<file path="config.mk">
export PLATFORM = sky130hd
export DESIGN_NAME = edge_glitch_trigger_detector
export DESIGN_NICKNAME = d
export VERILOG_FILES = /design/src/trig_pkg.sv /design/src/edge_glitch_trigger_detector.sv /design/src/level_crossing.sv
export VERILOG_INCLUDE_DIRS = /design/src
export SDC_FILE = /design/constraint.sdc
export NUM_CORES = 1
export LEC_CHECK = 0
export BUFFER_PORTS_ARGS = -buffer_cell sky130_fd_sc_hd__buf_2
export CAP_MARGIN = 20
export CORE_UTILIZATION = 45
export DETAILED_ROUTE_END_ITERATION = 8
export GPL_ROUTABILITY_DRIVEN = 1
export GPL_TIMING_DRIVEN = 0
export SLEW_MARGIN = 0
export SYNTH_ARGS = -nofsm -noshare
export SYNTH_HDL_FRONTEND = slang
export SYNTH_HIERARCHICAL = 1
export SYNTH_SLANG_ARGS = --single-unit
</file>
<file path="constraint.sdc">
create_clock -name ref_clk_i -period 8.01 [get_ports ref_clk_i]
set_input_delay 1.602 -clock ref_clk_i [delete_from_list [all_inputs] [get_ports ref_clk_i]]
set_output_delay 1.602 -clock ref_clk_i [all_outputs]
set_load 0.03 [all_outputs]
</file>
<file path="src/trig_regs.svh">
// register offsets, reset values and timing counts of the trigger detector
`ifndef TRIG_REGS_SVH
`define TRIG_REGS_SVH

// register byte offsets
`define OFS_MODE 8'h00
`define OFS_EDGE_SRC 8'h04
`define OFS_EDGE_SLOPE 8'h08
`define OFS_GL_POL 8'h0C
`define OFS_GL_SRC 8'h10
`define OFS_GL_WIDTH 8'h14
`define OFS_HOLDOFF 8'h18
`define OFS_HYST 8'h1C
`define OFS_LEVEL0 8'h20
`define OFS_LEVEL4 8'h30
`define OFS_STATUS 8'h34

// field positions
`define STAT_ARMED_BIT 0
`define STAT_GL_BUSY_BIT 1
`define STAT_TCNT_LSB 16

// reset values
`define RST_LEVEL 8'h80
`define RST_GL_WIDTH 32'h00000064
`define RST_HOLDOFF 32'h0000000A

// hysteresis bands in sample codes
`define HYST_NORMAL 8'h04
`define HYST_HSENS 8'h01

// clock and timing figures
`define CLK_PERIOD_PS 64'd10000
`define PS_PER_NS 64'd1000
`define PS_PER_S 64'd1000000000000
`define GL_WIDTH_MIN_PS 64'd1500
`define GL_WIDTH_MAX_S 64'd10
`define HOLDOFF_MIN_NS 64'd100
`define HOLDOFF_MAX_S 64'd10
`define GL_WIDTH_MIN_CYC ((`GL_WIDTH_MIN_PS + `CLK_PERIOD_PS - 64'd1) / `CLK_PERIOD_PS)
`define GL_WIDTH_MAX_CYC (`GL_WIDTH_MAX_S * `PS_PER_S / `CLK_PERIOD_PS)
`define HOLDOFF_MIN_CYC ((`HOLDOFF_MIN_NS * `PS_PER_NS + `CLK_PERIOD_PS - 64'd1) / `CLK_PERIOD_PS)
`define HOLDOFF_MAX_CYC (`HOLDOFF_MAX_S * `PS_PER_S / `CLK_PERIOD_PS)

`endif

</file>
<file path="src/trig_pkg.sv">
// types shared by the trigger detector files
package trig_pkg;

	// trigger mode
	typedef enum logic [1:0] {
		MODE_EDGE = 2'b00,
		MODE_GLITCH = 2'b01
	} trig_mode_e;

	// edge source choice
	typedef enum logic [2:0] {
		SRC_CH1 = 3'b000,
		SRC_CH2 = 3'b001,
		SRC_CH3 = 3'b010,
		SRC_CH4 = 3'b011,
		SRC_AUX = 3'b100,
		SRC_LINE = 3'b101
	} edge_src_e;

	// edge direction codes, also the readback codes
	typedef enum logic [1:0] {
		SLOPE_POS = 2'b00,
		SLOPE_NEG = 2'b01,
		SLOPE_EITHER = 2'b10
	} slope_e;

	// glitch width measurement states
	typedef enum logic [1:0] {
		GL_IDLE = 2'b00,
		GL_MEAS = 2'b01,
		GL_WIDE = 2'b10
	} glitch_st_e;

	// level crossing result of one source
	typedef struct packed {
		logic above;
		logic rise;
		logic fall;
	} xing_s;

endpackage

</file>
<file path="src/edge_glitch_trigger_detector.sv">
// edge and glitch trigger detector with holdoff and a wishbone register file
`timescale 1ns/10ps
`include "trig_regs.svh"

// Function
// [RL1] edge mode: direction qualified, fires at level crossing
// [RL2] edge source: four channels, aux or line
// [RL3] direction rising, falling or either, per source
// [RL4] line source ignores direction and level
// [RL5] one level per channel shared by modes
// [RL6] direction read returns code of current source
// [RL7] selected source targets later direction accesses
// [RL8] glitch fires only below programmed width
// [RL9] positive glitch fires on ending falling crossing
// [RL10] negative glitch fires on ending rising crossing
// [RL11] glitch width limit 1.5 ns to 10 s
// [RL12] glitch source only the four channels
// [RL13] host selects edge mode before edge settings
// [RL14] host selects glitch mode before glitch settings
// [RL15] polarity read returns positive or negative code
// [RL16] both modes pass holdoff and hysteresis stages
// [RL17] holdoff after trigger, at most 10 s
// [RL18] crossing found by differing consecutive comparisons
module edge_glitch_trigger_detector
	import trig_pkg::*;
#(
	parameter logic [31:0] GL_WIDTH_MAX = 32'(`GL_WIDTH_MAX_CYC),
	parameter logic [31:0] HOLDOFF_MAX = 32'(`HOLDOFF_MAX_CYC)
) (
	// clock and reset
	input wire logic ref_clk_i,
	input wire logic reset_n_i,
	// wishbone slave
	input wire logic wb_cyc_i,
	input wire logic wb_stb_i,
	input wire logic wb_we_i,
	input wire logic [7:0] wb_adr_i,
	input wire logic [3:0] wb_sel_i,
	input wire logic [31:0] wb_dat_i,
	output logic [31:0] wb_dat_o,
	output logic wb_ack_o,
	// digitized sources
	input wire logic [3:0][7:0] chan_sample_i,
	input wire logic [7:0] aux_sample_i,
	input wire logic line_ref_i,
	// trigger outputs
	output logic trig_o,
	output logic armed_o
);
	localparam logic [31:0] GL_WIDTH_MIN = 32'(`GL_WIDTH_MIN_CYC);
	localparam logic [31:0] HOLDOFF_MIN = 32'(`HOLDOFF_MIN_CYC);

	// bus state
	logic ack_r; // answer flag
	logic [31:0] dat_r; // read data
	logic [7:0] adr_w; // word aligned address
	logic wr_en; // write takes effect this edge
	// settings
	trig_mode_e mode_r; // trigger mode
	edge_src_e edge_src_r; // edge source
	logic [5:0][1:0] slope_tab_r; // direction per edge source
	logic gl_neg_r; // glitch polarity, high for negative
	logic [1:0] gl_src_r; // glitch channel
	logic [31:0] gl_width_r; // glitch width limit in cycles
	logic [31:0] holdoff_r; // holdoff in cycles
	logic hsens_r; // high sensitivity hysteresis
	logic [4:0][7:0] level_r; // one level per channel and aux
	// detection
	logic [4:0][7:0] samples; // all level sources
	xing_s xing [5]; // crossing results
	logic [7:0] hyst_amt; // hysteresis band
	logic line_q_r; // previous line reference
	logic line_rise; // line reference rising
	xing_s esel; // edge source crossing
	xing_s gsel; // glitch source crossing
	slope_e cur_slope; // direction of current edge source
	logic edge_evt; // edge condition met
	logic gl_start; // pulse begins
	logic gl_end; // pulse ends
	logic glitch_evt; // narrow pulse ended
	logic raw_evt; // candidate trigger
	glitch_st_e gl_st_r; // glitch state
	logic [31:0] pw_cnt_r; // pulse width counter
	logic gl_cfg_chg; // glitch polarity, source or mode written
	// holdoff and outputs
	logic [31:0] ho_cnt_r; // holdoff remaining
	logic armed_r; // trigger enabled
	logic trig_r; // trigger pulse
	logic [15:0] tcnt_r; // accepted triggers

	// byte lane merge for wide registers
	function automatic logic [31:0] bmerge(input logic [31:0] old, input logic [31:0] nw,
		input logic [3:0] sel);
		logic [31:0] res;
		res = old;
		for (int b = 0; b < 4; b++) begin
			if (sel[b]) begin
				res[b*8 +: 8] = nw[b*8 +: 8];
			end
		end
		return res;
	endfunction

	// limit a value to a range
	function automatic logic [31:0] clamp(input logic [31:0] v, input logic [31:0] lo,
		input logic [31:0] hi);
		return (v < lo) ? lo : ((v > hi) ? hi : v);
	endfunction

	assign adr_w = {wb_adr_i[7:2], 2'b00};
	// writes take effect on the edge at which the master sees ack
	assign wr_en = wb_cyc_i & wb_stb_i & wb_we_i & ack_r;

	// ack one cycle after the request, dropped the cycle after
	always_ff @(posedge ref_clk_i or negedge reset_n_i) begin
		if (!reset_n_i) begin
			ack_r <= 1'b0;
		end else begin
			ack_r <= wb_cyc_i & wb_stb_i & ~ack_r;
		end
	end

	// read data captured with the request; unmapped reads zero
	always_ff @(posedge ref_clk_i or negedge reset_n_i) begin
		if (!reset_n_i) begin
			dat_r <= 32'h00000000;
		end else if (wb_cyc_i && wb_stb_i && !ack_r) begin
			dat_r <= 32'h00000000;
			case (adr_w)
				`OFS_MODE: dat_r[1:0] <= mode_r;
				`OFS_EDGE_SRC: dat_r[2:0] <= edge_src_r; // RL2
				`OFS_EDGE_SLOPE: dat_r[1:0] <= slope_tab_r[edge_src_r]; // RL6
				`OFS_GL_POL: dat_r[0] <= gl_neg_r; // RL15
				`OFS_GL_SRC: dat_r[1:0] <= gl_src_r;
				`OFS_GL_WIDTH: dat_r <= gl_width_r;
				`OFS_HOLDOFF: dat_r <= holdoff_r;
				`OFS_HYST: dat_r[0] <= hsens_r;
				`OFS_STATUS: begin
					dat_r[`STAT_ARMED_BIT] <= armed_r;
					dat_r[`STAT_GL_BUSY_BIT] <= (gl_st_r != GL_IDLE);
					dat_r[`STAT_TCNT_LSB +: 16] <= tcnt_r;
				end
				default: begin
					if (adr_w >= `OFS_LEVEL0 && adr_w <= `OFS_LEVEL4) begin
						dat_r[7:0] <= level_r[3'(adr_w[7:2] - 6'h08)];
					end
				end
			endcase
		end
	end

	// mode, hysteresis and shared level registers
	always_ff @(posedge ref_clk_i or negedge reset_n_i) begin
		if (!reset_n_i) begin
			mode_r <= MODE_EDGE;
			hsens_r <= 1'b0;
			level_r <= {5{`RST_LEVEL}};
		end else if (wr_en && wb_sel_i[0]) begin
			if (adr_w == `OFS_MODE && wb_dat_i[1:0] <= MODE_GLITCH) begin
				mode_r <= trig_mode_e'(wb_dat_i[1:0]);
			end
			if (adr_w == `OFS_HYST) begin
				hsens_r <= wb_dat_i[0];
			end
			// a level write in any mode lands in the single per-channel copy
			if (adr_w >= `OFS_LEVEL0 && adr_w <= `OFS_LEVEL4) begin
				level_r[3'(adr_w[7:2] - 6'h08)] <= wb_dat_i[7:0]; // RL5
			end
		end
	end

	// edge settings, accepted only in edge mode
	always_ff @(posedge ref_clk_i or negedge reset_n_i) begin
		if (!reset_n_i) begin
			edge_src_r <= SRC_CH1;
			slope_tab_r <= '0;
		end else if (wr_en && wb_sel_i[0] && mode_r == MODE_EDGE) begin // RL13
			if (adr_w == `OFS_EDGE_SRC && wb_dat_i[2:0] <= SRC_LINE) begin
				edge_src_r <= edge_src_e'(wb_dat_i[2:0]); // RL2 RL7
			end
			// direction lands against the current source; line takes none
			if (adr_w == `OFS_EDGE_SLOPE && wb_dat_i[1:0] <= SLOPE_EITHER &&
				edge_src_r != SRC_LINE) begin
				slope_tab_r[edge_src_r] <= wb_dat_i[1:0]; // RL3 RL4 RL7
			end
		end
	end

	// glitch settings, accepted only in glitch mode
	always_ff @(posedge ref_clk_i or negedge reset_n_i) begin
		if (!reset_n_i) begin
			gl_neg_r <= 1'b0;
			gl_src_r <= 2'b00;
			gl_width_r <= `RST_GL_WIDTH;
		end else if (wr_en && mode_r == MODE_GLITCH) begin // RL14
			if (adr_w == `OFS_GL_POL && wb_sel_i[0]) begin
				gl_neg_r <= wb_dat_i[0];
			end
			// two bits leave only the four channels selectable
			if (adr_w == `OFS_GL_SRC && wb_sel_i[0]) begin
				gl_src_r <= wb_dat_i[1:0]; // RL12
			end
			if (adr_w == `OFS_GL_WIDTH) begin
				gl_width_r <= clamp(bmerge(gl_width_r, wb_dat_i, wb_sel_i),
					GL_WIDTH_MIN, GL_WIDTH_MAX); // RL11
			end
		end
	end

	// holdoff setting, clamped to its range
	always_ff @(posedge ref_clk_i or negedge reset_n_i) begin
		if (!reset_n_i) begin
			holdoff_r <= `RST_HOLDOFF;
		end else if (wr_en && adr_w == `OFS_HOLDOFF) begin
			holdoff_r <= clamp(bmerge(holdoff_r, wb_dat_i, wb_sel_i),
				HOLDOFF_MIN, HOLDOFF_MAX); // RL17
		end
	end

	// crossing detectors for the four channels and aux
	assign samples = {aux_sample_i, chan_sample_i};
	assign hyst_amt = hsens_r ? `HYST_HSENS : `HYST_NORMAL; // RL16
	for (genvar i = 0; i < 5; i++) begin : g_xing
		level_crossing u_xing (
			.ref_clk_i(ref_clk_i),
			.reset_n_i(reset_n_i),
			.sample_i(samples[i]),
			.level_i(level_r[i]),
			.hyst_i(hyst_amt),
			.xing_o(xing[i])
		);
	end

	// line reference edge, no level and no direction
	always_ff @(posedge ref_clk_i or negedge reset_n_i) begin
		if (!reset_n_i) begin
			line_q_r <= 1'b0;
		end else begin
			line_q_r <= line_ref_i;
		end
	end
	assign line_rise = line_ref_i & ~line_q_r; // RL4

	// edge condition: direction picks which crossing counts
	always_comb begin
		esel = (edge_src_r == SRC_LINE) ? '0 : xing[edge_src_r];
		cur_slope = slope_e'(slope_tab_r[edge_src_r]);
		case (cur_slope)
			SLOPE_POS: edge_evt = esel.rise; // RL1
			SLOPE_NEG: edge_evt = esel.fall; // RL1
			SLOPE_EITHER: edge_evt = esel.rise | esel.fall; // RL3
			default: edge_evt = 1'b0;
		endcase
		if (edge_src_r == SRC_LINE) begin
			edge_evt = line_rise; // RL4
		end
	end

	// glitch pulse begins and ends by polarity
	assign gsel = xing[gl_src_r];
	assign gl_start = gl_neg_r ? gsel.fall : gsel.rise;
	assign gl_end = gl_neg_r ? gsel.rise : gsel.fall; // RL9 RL10
	assign glitch_evt = (gl_st_r == GL_MEAS) && gl_end && (pw_cnt_r < gl_width_r); // RL8
	assign gl_cfg_chg = wr_en && (adr_w == `OFS_GL_POL || adr_w == `OFS_GL_SRC ||
		adr_w == `OFS_MODE);

	// glitch width measurement; a wide pulse parks until it ends
	always_ff @(posedge ref_clk_i or negedge reset_n_i) begin
		if (!reset_n_i) begin
			gl_st_r <= GL_IDLE;
			pw_cnt_r <= 32'h00000000;
		end else if (gl_cfg_chg) begin
			gl_st_r <= GL_IDLE;
			pw_cnt_r <= 32'h00000000;
		end else begin
			case (gl_st_r)
				GL_IDLE: begin
					if (gl_start) begin
						gl_st_r <= GL_MEAS;
						pw_cnt_r <= 32'h00000001;
					end
				end
				GL_MEAS: begin
					if (gl_end) begin
						gl_st_r <= GL_IDLE;
					end else if (pw_cnt_r + 32'h00000001 >= gl_width_r) begin
						gl_st_r <= GL_WIDE; // RL8
					end else begin
						pw_cnt_r <= pw_cnt_r + 32'h00000001;
					end
				end
				GL_WIDE: begin
					if (gl_end) begin
						gl_st_r <= GL_IDLE;
					end
				end
				default: gl_st_r <= GL_IDLE;
			endcase
		end
	end

	assign raw_evt = (mode_r == MODE_EDGE) ? edge_evt : glitch_evt;

	// holdoff: accepted trigger disables triggering for holdoff cycles
	always_ff @(posedge ref_clk_i or negedge reset_n_i) begin
		if (!reset_n_i) begin
			ho_cnt_r <= 32'h00000000;
			armed_r <= 1'b1;
			trig_r <= 1'b0;
			tcnt_r <= 16'h0000;
		end else if (armed_r && raw_evt) begin
			ho_cnt_r <= holdoff_r; // RL16 RL17
			armed_r <= 1'b0;
			trig_r <= 1'b1;
			tcnt_r <= tcnt_r + 16'h0001;
		end else begin
			trig_r <= 1'b0;
			if (ho_cnt_r > 32'h00000001) begin
				ho_cnt_r <= ho_cnt_r - 32'h00000001; // RL17
			end else if (ho_cnt_r == 32'h00000001) begin
				ho_cnt_r <= 32'h00000000;
				armed_r <= 1'b1;
			end
		end
	end

	assign wb_ack_o = ack_r;
	assign wb_dat_o = dat_r;
	assign trig_o = trig_r;
	assign armed_o = armed_r;
endmodule

</file>
<file path="src/level_crossing.sv">
// level crossing detector with hysteresis for one sampled source
`timescale 1ns/10ps
module level_crossing
	import trig_pkg::*;
(
	// clock and reset
	input wire logic ref_clk_i,
	input wire logic reset_n_i,
	// sample and settings
	input wire logic [7:0] sample_i,
	input wire logic [7:0] level_i,
	input wire logic [7:0] hyst_i,
	// crossing result
	output xing_s xing_o
);
	logic above_r; // comparison state of the previous sample
	logic above_nxt; // comparison state of the current sample
	logic rise_r; // upward crossing pulse
	logic fall_r; // downward crossing pulse
	logic hi_hit; // sample at or above upper band edge
	logic lo_hit; // sample below lower band edge

	// band edges use nine bits so neither end wraps
	assign hi_hit = {1'b0, sample_i} >= ({1'b0, level_i} + {1'b0, hyst_i});
	assign lo_hit = ({1'b0, sample_i} + {1'b0, hyst_i}) < {1'b0, level_i};

	// inside the band the old state holds, which rejects noise
	always_comb begin
		if (hi_hit) begin
			above_nxt = 1'b1;
		end else if (lo_hit) begin
			above_nxt = 1'b0;
		end else begin
			above_nxt = above_r;
		end
	end

	// consecutive results that differ mark a crossing
	always_ff @(posedge ref_clk_i or negedge reset_n_i) begin
		if (!reset_n_i) begin
			above_r <= 1'b0;
			rise_r <= 1'b0;
			fall_r <= 1'b0;
		end else begin
			above_r <= above_nxt;
			rise_r <= above_nxt & ~above_r; // RL18
			fall_r <= ~above_nxt & above_r; // RL18
		end
	end

	assign xing_o = '{above: above_r, rise: rise_r, fall: fall_r};
endmodule

</file>
# After elaboration in Yosys (flattened, before gate mapping)
# Index checks and enable logic that the tools add are counted.
[totals]
regBits = 258
in_bits = 90
word_cells = 262
[classes]
add_sub_neg = 14
n_lt_le_gt_ge = 28
n_eq_ne = 22
muxes = 82
bitwise = 30
n_reduce_logical = 44
[op_table]
columns = ["operator", "count"]
rows = [
  ["$mux W32", 11],
  ["$mux W8", 23],
  ["$add A8 B3 Y9", 10],
  ["$gt A32 B30 Y1 const B", 2],
  ["$pmux W32 S2", 1],
  ["$pmux W16 S3", 1],
  ["$ge A8 B9 Y1", 5],
  ["$lt A9 B8 Y1", 5],
  ["$bwmux W40", 1],
  ["$add A32 B1 Y32 const B", 1],
  ["$eq A32 B1 Y1 const B", 1],
  ["$ge A32 B32 Y1", 1],
  ["$gt A32 B1 Y1 const B", 1],
  ["$lt A32 B1 Y1 const B", 1],
  ["$lt A32 B32 Y1", 1],
  ["$lt A32 B4 Y1 const B", 1],
  ["$sub A32 B1 Y32 const B", 1],
  ["$bmux W8 S3", 1],
  ["$demux W8 S3", 1],
  ["$eq A6 B3 Y1 const B", 4],
  ["$mux W2", 12],
  ["$logic_and A1 B1 Y1", 19],
  ["$bmux W3 S3", 2],
  ["$mux W1", 18],
  ["other kinds (48)", 96],
]

# Logic depth before layout (Yosys ltp)
[depth]
depth_word = 12
ltp_mapped = 16
depth_no_buf = 14

# Cells and area by module
# Netlist, hierarchy kept.
[modules_own_cells]
columns = ["mod", "n_inst", "cells_each", "area_each_um2"]
rows = [
  ["edge_glitch_trigger_detector", 1, 1460, 14704.1],
  ["level_crossing", 5, 126, 1052.3],
]

# Worst setup path after synthesis
# Ideal clock, no wire load.
[synth_timing]
path_type = "register to register"
from = "register pw_cnt_r[0]"
to = "register pw_cnt_r[17]"
setup_time_ps = 94
arrival_ps = 3908
required_ps = 7916
setup_slack_ps = 4008
stages_incl_launch_ff = 17
n_path_buf = 2
cell_sequence = "dfrtp_1 > nand3_1 > nor4_2 > and2_0 > clkbuf_1 > and3_1 > nand3_1 > xnor2_1 > ha_1 > a21o_1 > a21o_1 > a2111oi_0 > o221ai_1 > a21oi_1 > buf_2 > a41oi_1 > a211oi_1"
[synth_between]
elab_chain_len = 5
word_cells_on_any_way = 8
classes_between = "1 x add/sub; 1 x order compare; 1 x eq/ne; 4 x mux; 1 x reduce/logical"
[synth_lines]
columns = ["item", "line", "rtl"]
rows = [
  ["from (decl)", "edge_glitch_trigger_detector.sv:83", "logic [31:0] pw_cnt_r;"],
  ["from (signal assigned)", "edge_glitch_trigger_detector.sv:289", "pw_cnt_r <= pw_cnt_r + 32'h00000001;"],
  ["$add A32 B1 Y32 *", "edge_glitch_trigger_detector.sv:286, edge_glitch_trigger_detector.sv:289", ""],
  ["branches (longest 4 deep; another with $ge A32 B32 Y1)", "-", ""],
]
# Every way passes the cells marked *. The select of a mux whose other input is x is not followed.
# A chain may end at the register's enable or synchronous reset.

# Worst setup path after layout
[layout_timing]
from = "register pw_cnt_r[0]"
to = "register pw_cnt_r[25]"
# Same word-level chain as after synthesis.

==> reports/qor.csv <==
metric,value,unit
clock skew after layout,26.3,ps
Critical Path Stages,15,
First DRT Iteration DRCs,1451,
worst-path cell chain,"ha_1, nand4_1, nor3_1, and4_1, clkbuf_1, nand4_1, xnor2_1, ha_1, nand4_1, or2_2, a2111oi_0, a21o_1, o211a_1, buf_2, a32o_1",
first-pass GRT wire length,95600,µm
number of vias per cell,5.99,
launching instance or port of the critical path,pw_cnt_r[0]$_DFFE_PN0P_,
final weighted congestion in routability-driven placement,0.926,
DR WL/cell,20.9,µm
number of slew-limit violations in the final report,0,
kind of capture point of the worst setup path,flip-flop,
gate family responsible for the most delay along the worst path,simple AND/OR/NAND/NOR gates,
height of the die,212,µm
quantity of I/O buffers inserted on ports,119,
global router's overall resource usage,27.2,%
number of antenna-violating nets in the routed design,0,
via count,17400,
total clock sinks,258,
Die X,212,µm
cell count after synthesis,2085,
flop-to-flop setup slack,2600,ps
largest net degree at the start of global routing,112,
path type of the worst setup path,reg2reg,
maximum buffer depth of the clock tree,3,
dpl hpwl,47700,µm
setup_tns,0,ps
number of global-route vias before repair,17300,
Hold Crit Class,reg2reg,
deepest level of the CTS H-tree,1,
core area,43400,µm²
maximum clock frequency,185,MHz
"top library cells by usage in the layout, fill and taps aside","sky130_fd_sc_hd__dfrtp_1 (247), sky130_fd_sc_hd__ha_1 (223), sky130_fd_sc_hd__o21ai_0 (145), sky130_fd_sc_hd__buf_2 (138), sky130_fd_sc_hd__nor2_1 (125)",
clock buffers created by TritonCTS,30,
Post-CTS Resized,0,
data arrival time of the critical path,5910,ps
worst flop-to-flop path endpoint,pw_cnt_r[25]$_DFFE_PN0P_,
data required time at the worst endpoint,8520,ps
Hold WS,449,ps
Bufs and invs on worst path,2,
layout overhead on the synthesized area,13.4,%
minimum setup slack in the final design,2600,ps
"leading cell type in the layout, fill and taps excluded",sky130_fd_sc_hd__dfrtp_1,
overall die area,45100,µm²
Worst Max-Slew Pin Slew,1160,ps
initial core utilization,46.0,%
FF-to-FF Start,pw_cnt_r[0]$_DFFE_PN0P_,
peak supply drop,0.197,mV
capture point of the worst path,pw_cnt_r[25]$_DFFE_PN0P_,
pre-CTS setup slack,2730,ps
standard-cell row count,76,
Ys Warns,6,
post-CTS repair timing setup buffer count,0,
# setup viols final,0,
post-CTS clock slew at the launch and capture registers of the worst setup and hold paths,60,ps
fill cell count,4106,
Static Leakage,10.1,nW
reg2reg path depth,15,
TritonCTS clock tree,done,
final number of hold-violating endpoints,0,
Relative slew margins,22.1,%
total wire length,60900,µm
combined area of all synthesized cells,19900,µm²
iteration count of the initial detailed-routing pass,5,
Crit path largest cell delay,740,ps
power per cell area,190,nW/µm²
max-capacitance violation count,0,
number of hold buffers added after cts,0,
master of the slowest instance on the critical path,sky130_fd_sc_hd__a2111oi_0,
mean instance size in the synthesized netlist,9.56,µm²
RSZ-0062 raised after global routing,no,
Final min period,5410,ps
initial antenna violation count,6,
Startpoint Class,flip-flop,
number of remaining DRC errors,0,
dominant cell type by count on the critical path,sky130_fd_sc_hd__nand4_1,
clock latency on the worst-skew pair,590,ps
run status,finished clean,
grt total ovfl,0,
layout cells sized above 1,15.3,%
final cycle utilization of the critical path,67.5,%
final net count,2625,
Clock Tree Root,sky130_fd_sc_hd__clkbuf_16,
crit path max fanout,10,
number of top-level pins,125,
==> layout make-up <==
cell class	instances	area [µm²]	share of cell area, %
multi-input cells	1678	12800	56.7
plain buffers	94	438	1.94
flip-flops and latches	258	6470	28.6
well taps	585	732	3.24
inverters	119	447	1.98
clock inverters	16	183	0.809
diodes	1	2.50	0.0111
repair buffers	121	661	2.92
clock buffers	39	845	3.74
==> how the worst min path moves through the flow <==
stage / startpoint / endpoint / cells past startpoint
finish: g_xing[3].u_xing/above_r$_DFF_PN0_ / g_xing[3].u_xing/rise_r$_DFF_PN0_ / 1
floorplan: g_xing[0].u_xing/above_r$_DFF_PN0_ / g_xing[0].u_xing/rise_r$_DFF_PN0_ / 1
global route: g_xing[3].u_xing/above_r$_DFF_PN0_ / g_xing[3].u_xing/rise_r$_DFF_PN0_ / 1
detailed placement: g_xing[3].u_xing/above_r$_DFF_PN0_ / g_xing[3].u_xing/rise_r$_DFF_PN0_ / 1
CTS: g_xing[1].u_xing/above_r$_DFF_PN0_ / g_xing[1].u_xing/rise_r$_DFF_PN0_ / 1
global placement: g_xing[3].u_xing/above_r$_DFF_PN0_ / g_xing[3].u_xing/rise_r$_DFF_PN0_ / 1
==> state kept, by name, indices dropped and copies added (netlist names), 2 cells and up <==
name	cells
holdoff_r	32
level_r	40
ho_cnt_r	32
edge_src_r	3
slope_tab_r	12
g_xing.u_xing/fall_r	5
gl_width_r	32
pw_cnt_r	32
wb_dat_o	32
mode_r	2
gl_src_r	2
tcnt_r	16
gl_st_r	2
g_xing.u_xing/above_r	5
g_xing.u_xing/rise_r	5
==> report_power, final <==
group	switching (mW)	internal, mW	total, mW
clock network	0.588	0.841	1.43
logic	0.717	0.549	1.27
registers	0.162	1.43	1.60
==> metal layers <==
metal | global-route usage (%) | routed length [µm]
met1 | 34.9 | 25800
met2 | 45.9 | 28900
met3 | 3.80 | 3810
met4 | 11.0 | 2280
met5 | 0 | 55
==> worst reg2reg max path: stages, from the launching register on <==
cell and delay, ps:
sky130_fd_sc_hd__dfrtp_1 480, sky130_fd_sc_hd__ha_1 270, sky130_fd_sc_hd__nand4_1 220, sky130_fd_sc_hd__nor3_1 670
sky130_fd_sc_hd__and4_1 310, sky130_fd_sc_hd__clkbuf_1 300, sky130_fd_sc_hd__nand4_1 260, sky130_fd_sc_hd__xnor2_1 200
sky130_fd_sc_hd__ha_1 300, sky130_fd_sc_hd__nand4_1 80, sky130_fd_sc_hd__or2_2 290, sky130_fd_sc_hd__a2111oi_0 740
sky130_fd_sc_hd__a21o_1 330, sky130_fd_sc_hd__o211a_1 360, sky130_fd_sc_hd__buf_2 360, sky130_fd_sc_hd__a32o_1 180
==> through the flow <==
step           cell area, µm²  instances  util (%)  power, mW
2_1_floorplan           20200       2149         -       2.48
3_3_place_gp            21500       2853      49.6       2.83
3_5_place_dp            21600       2855      49.7       2.87
4_1_cts                 22600       2910      52.1       4.31
5_1_grt                 22600       2911      52.1       4.55
6_report                22600       2911      52.1       4.29
Power figures use the tool's default switching activity.
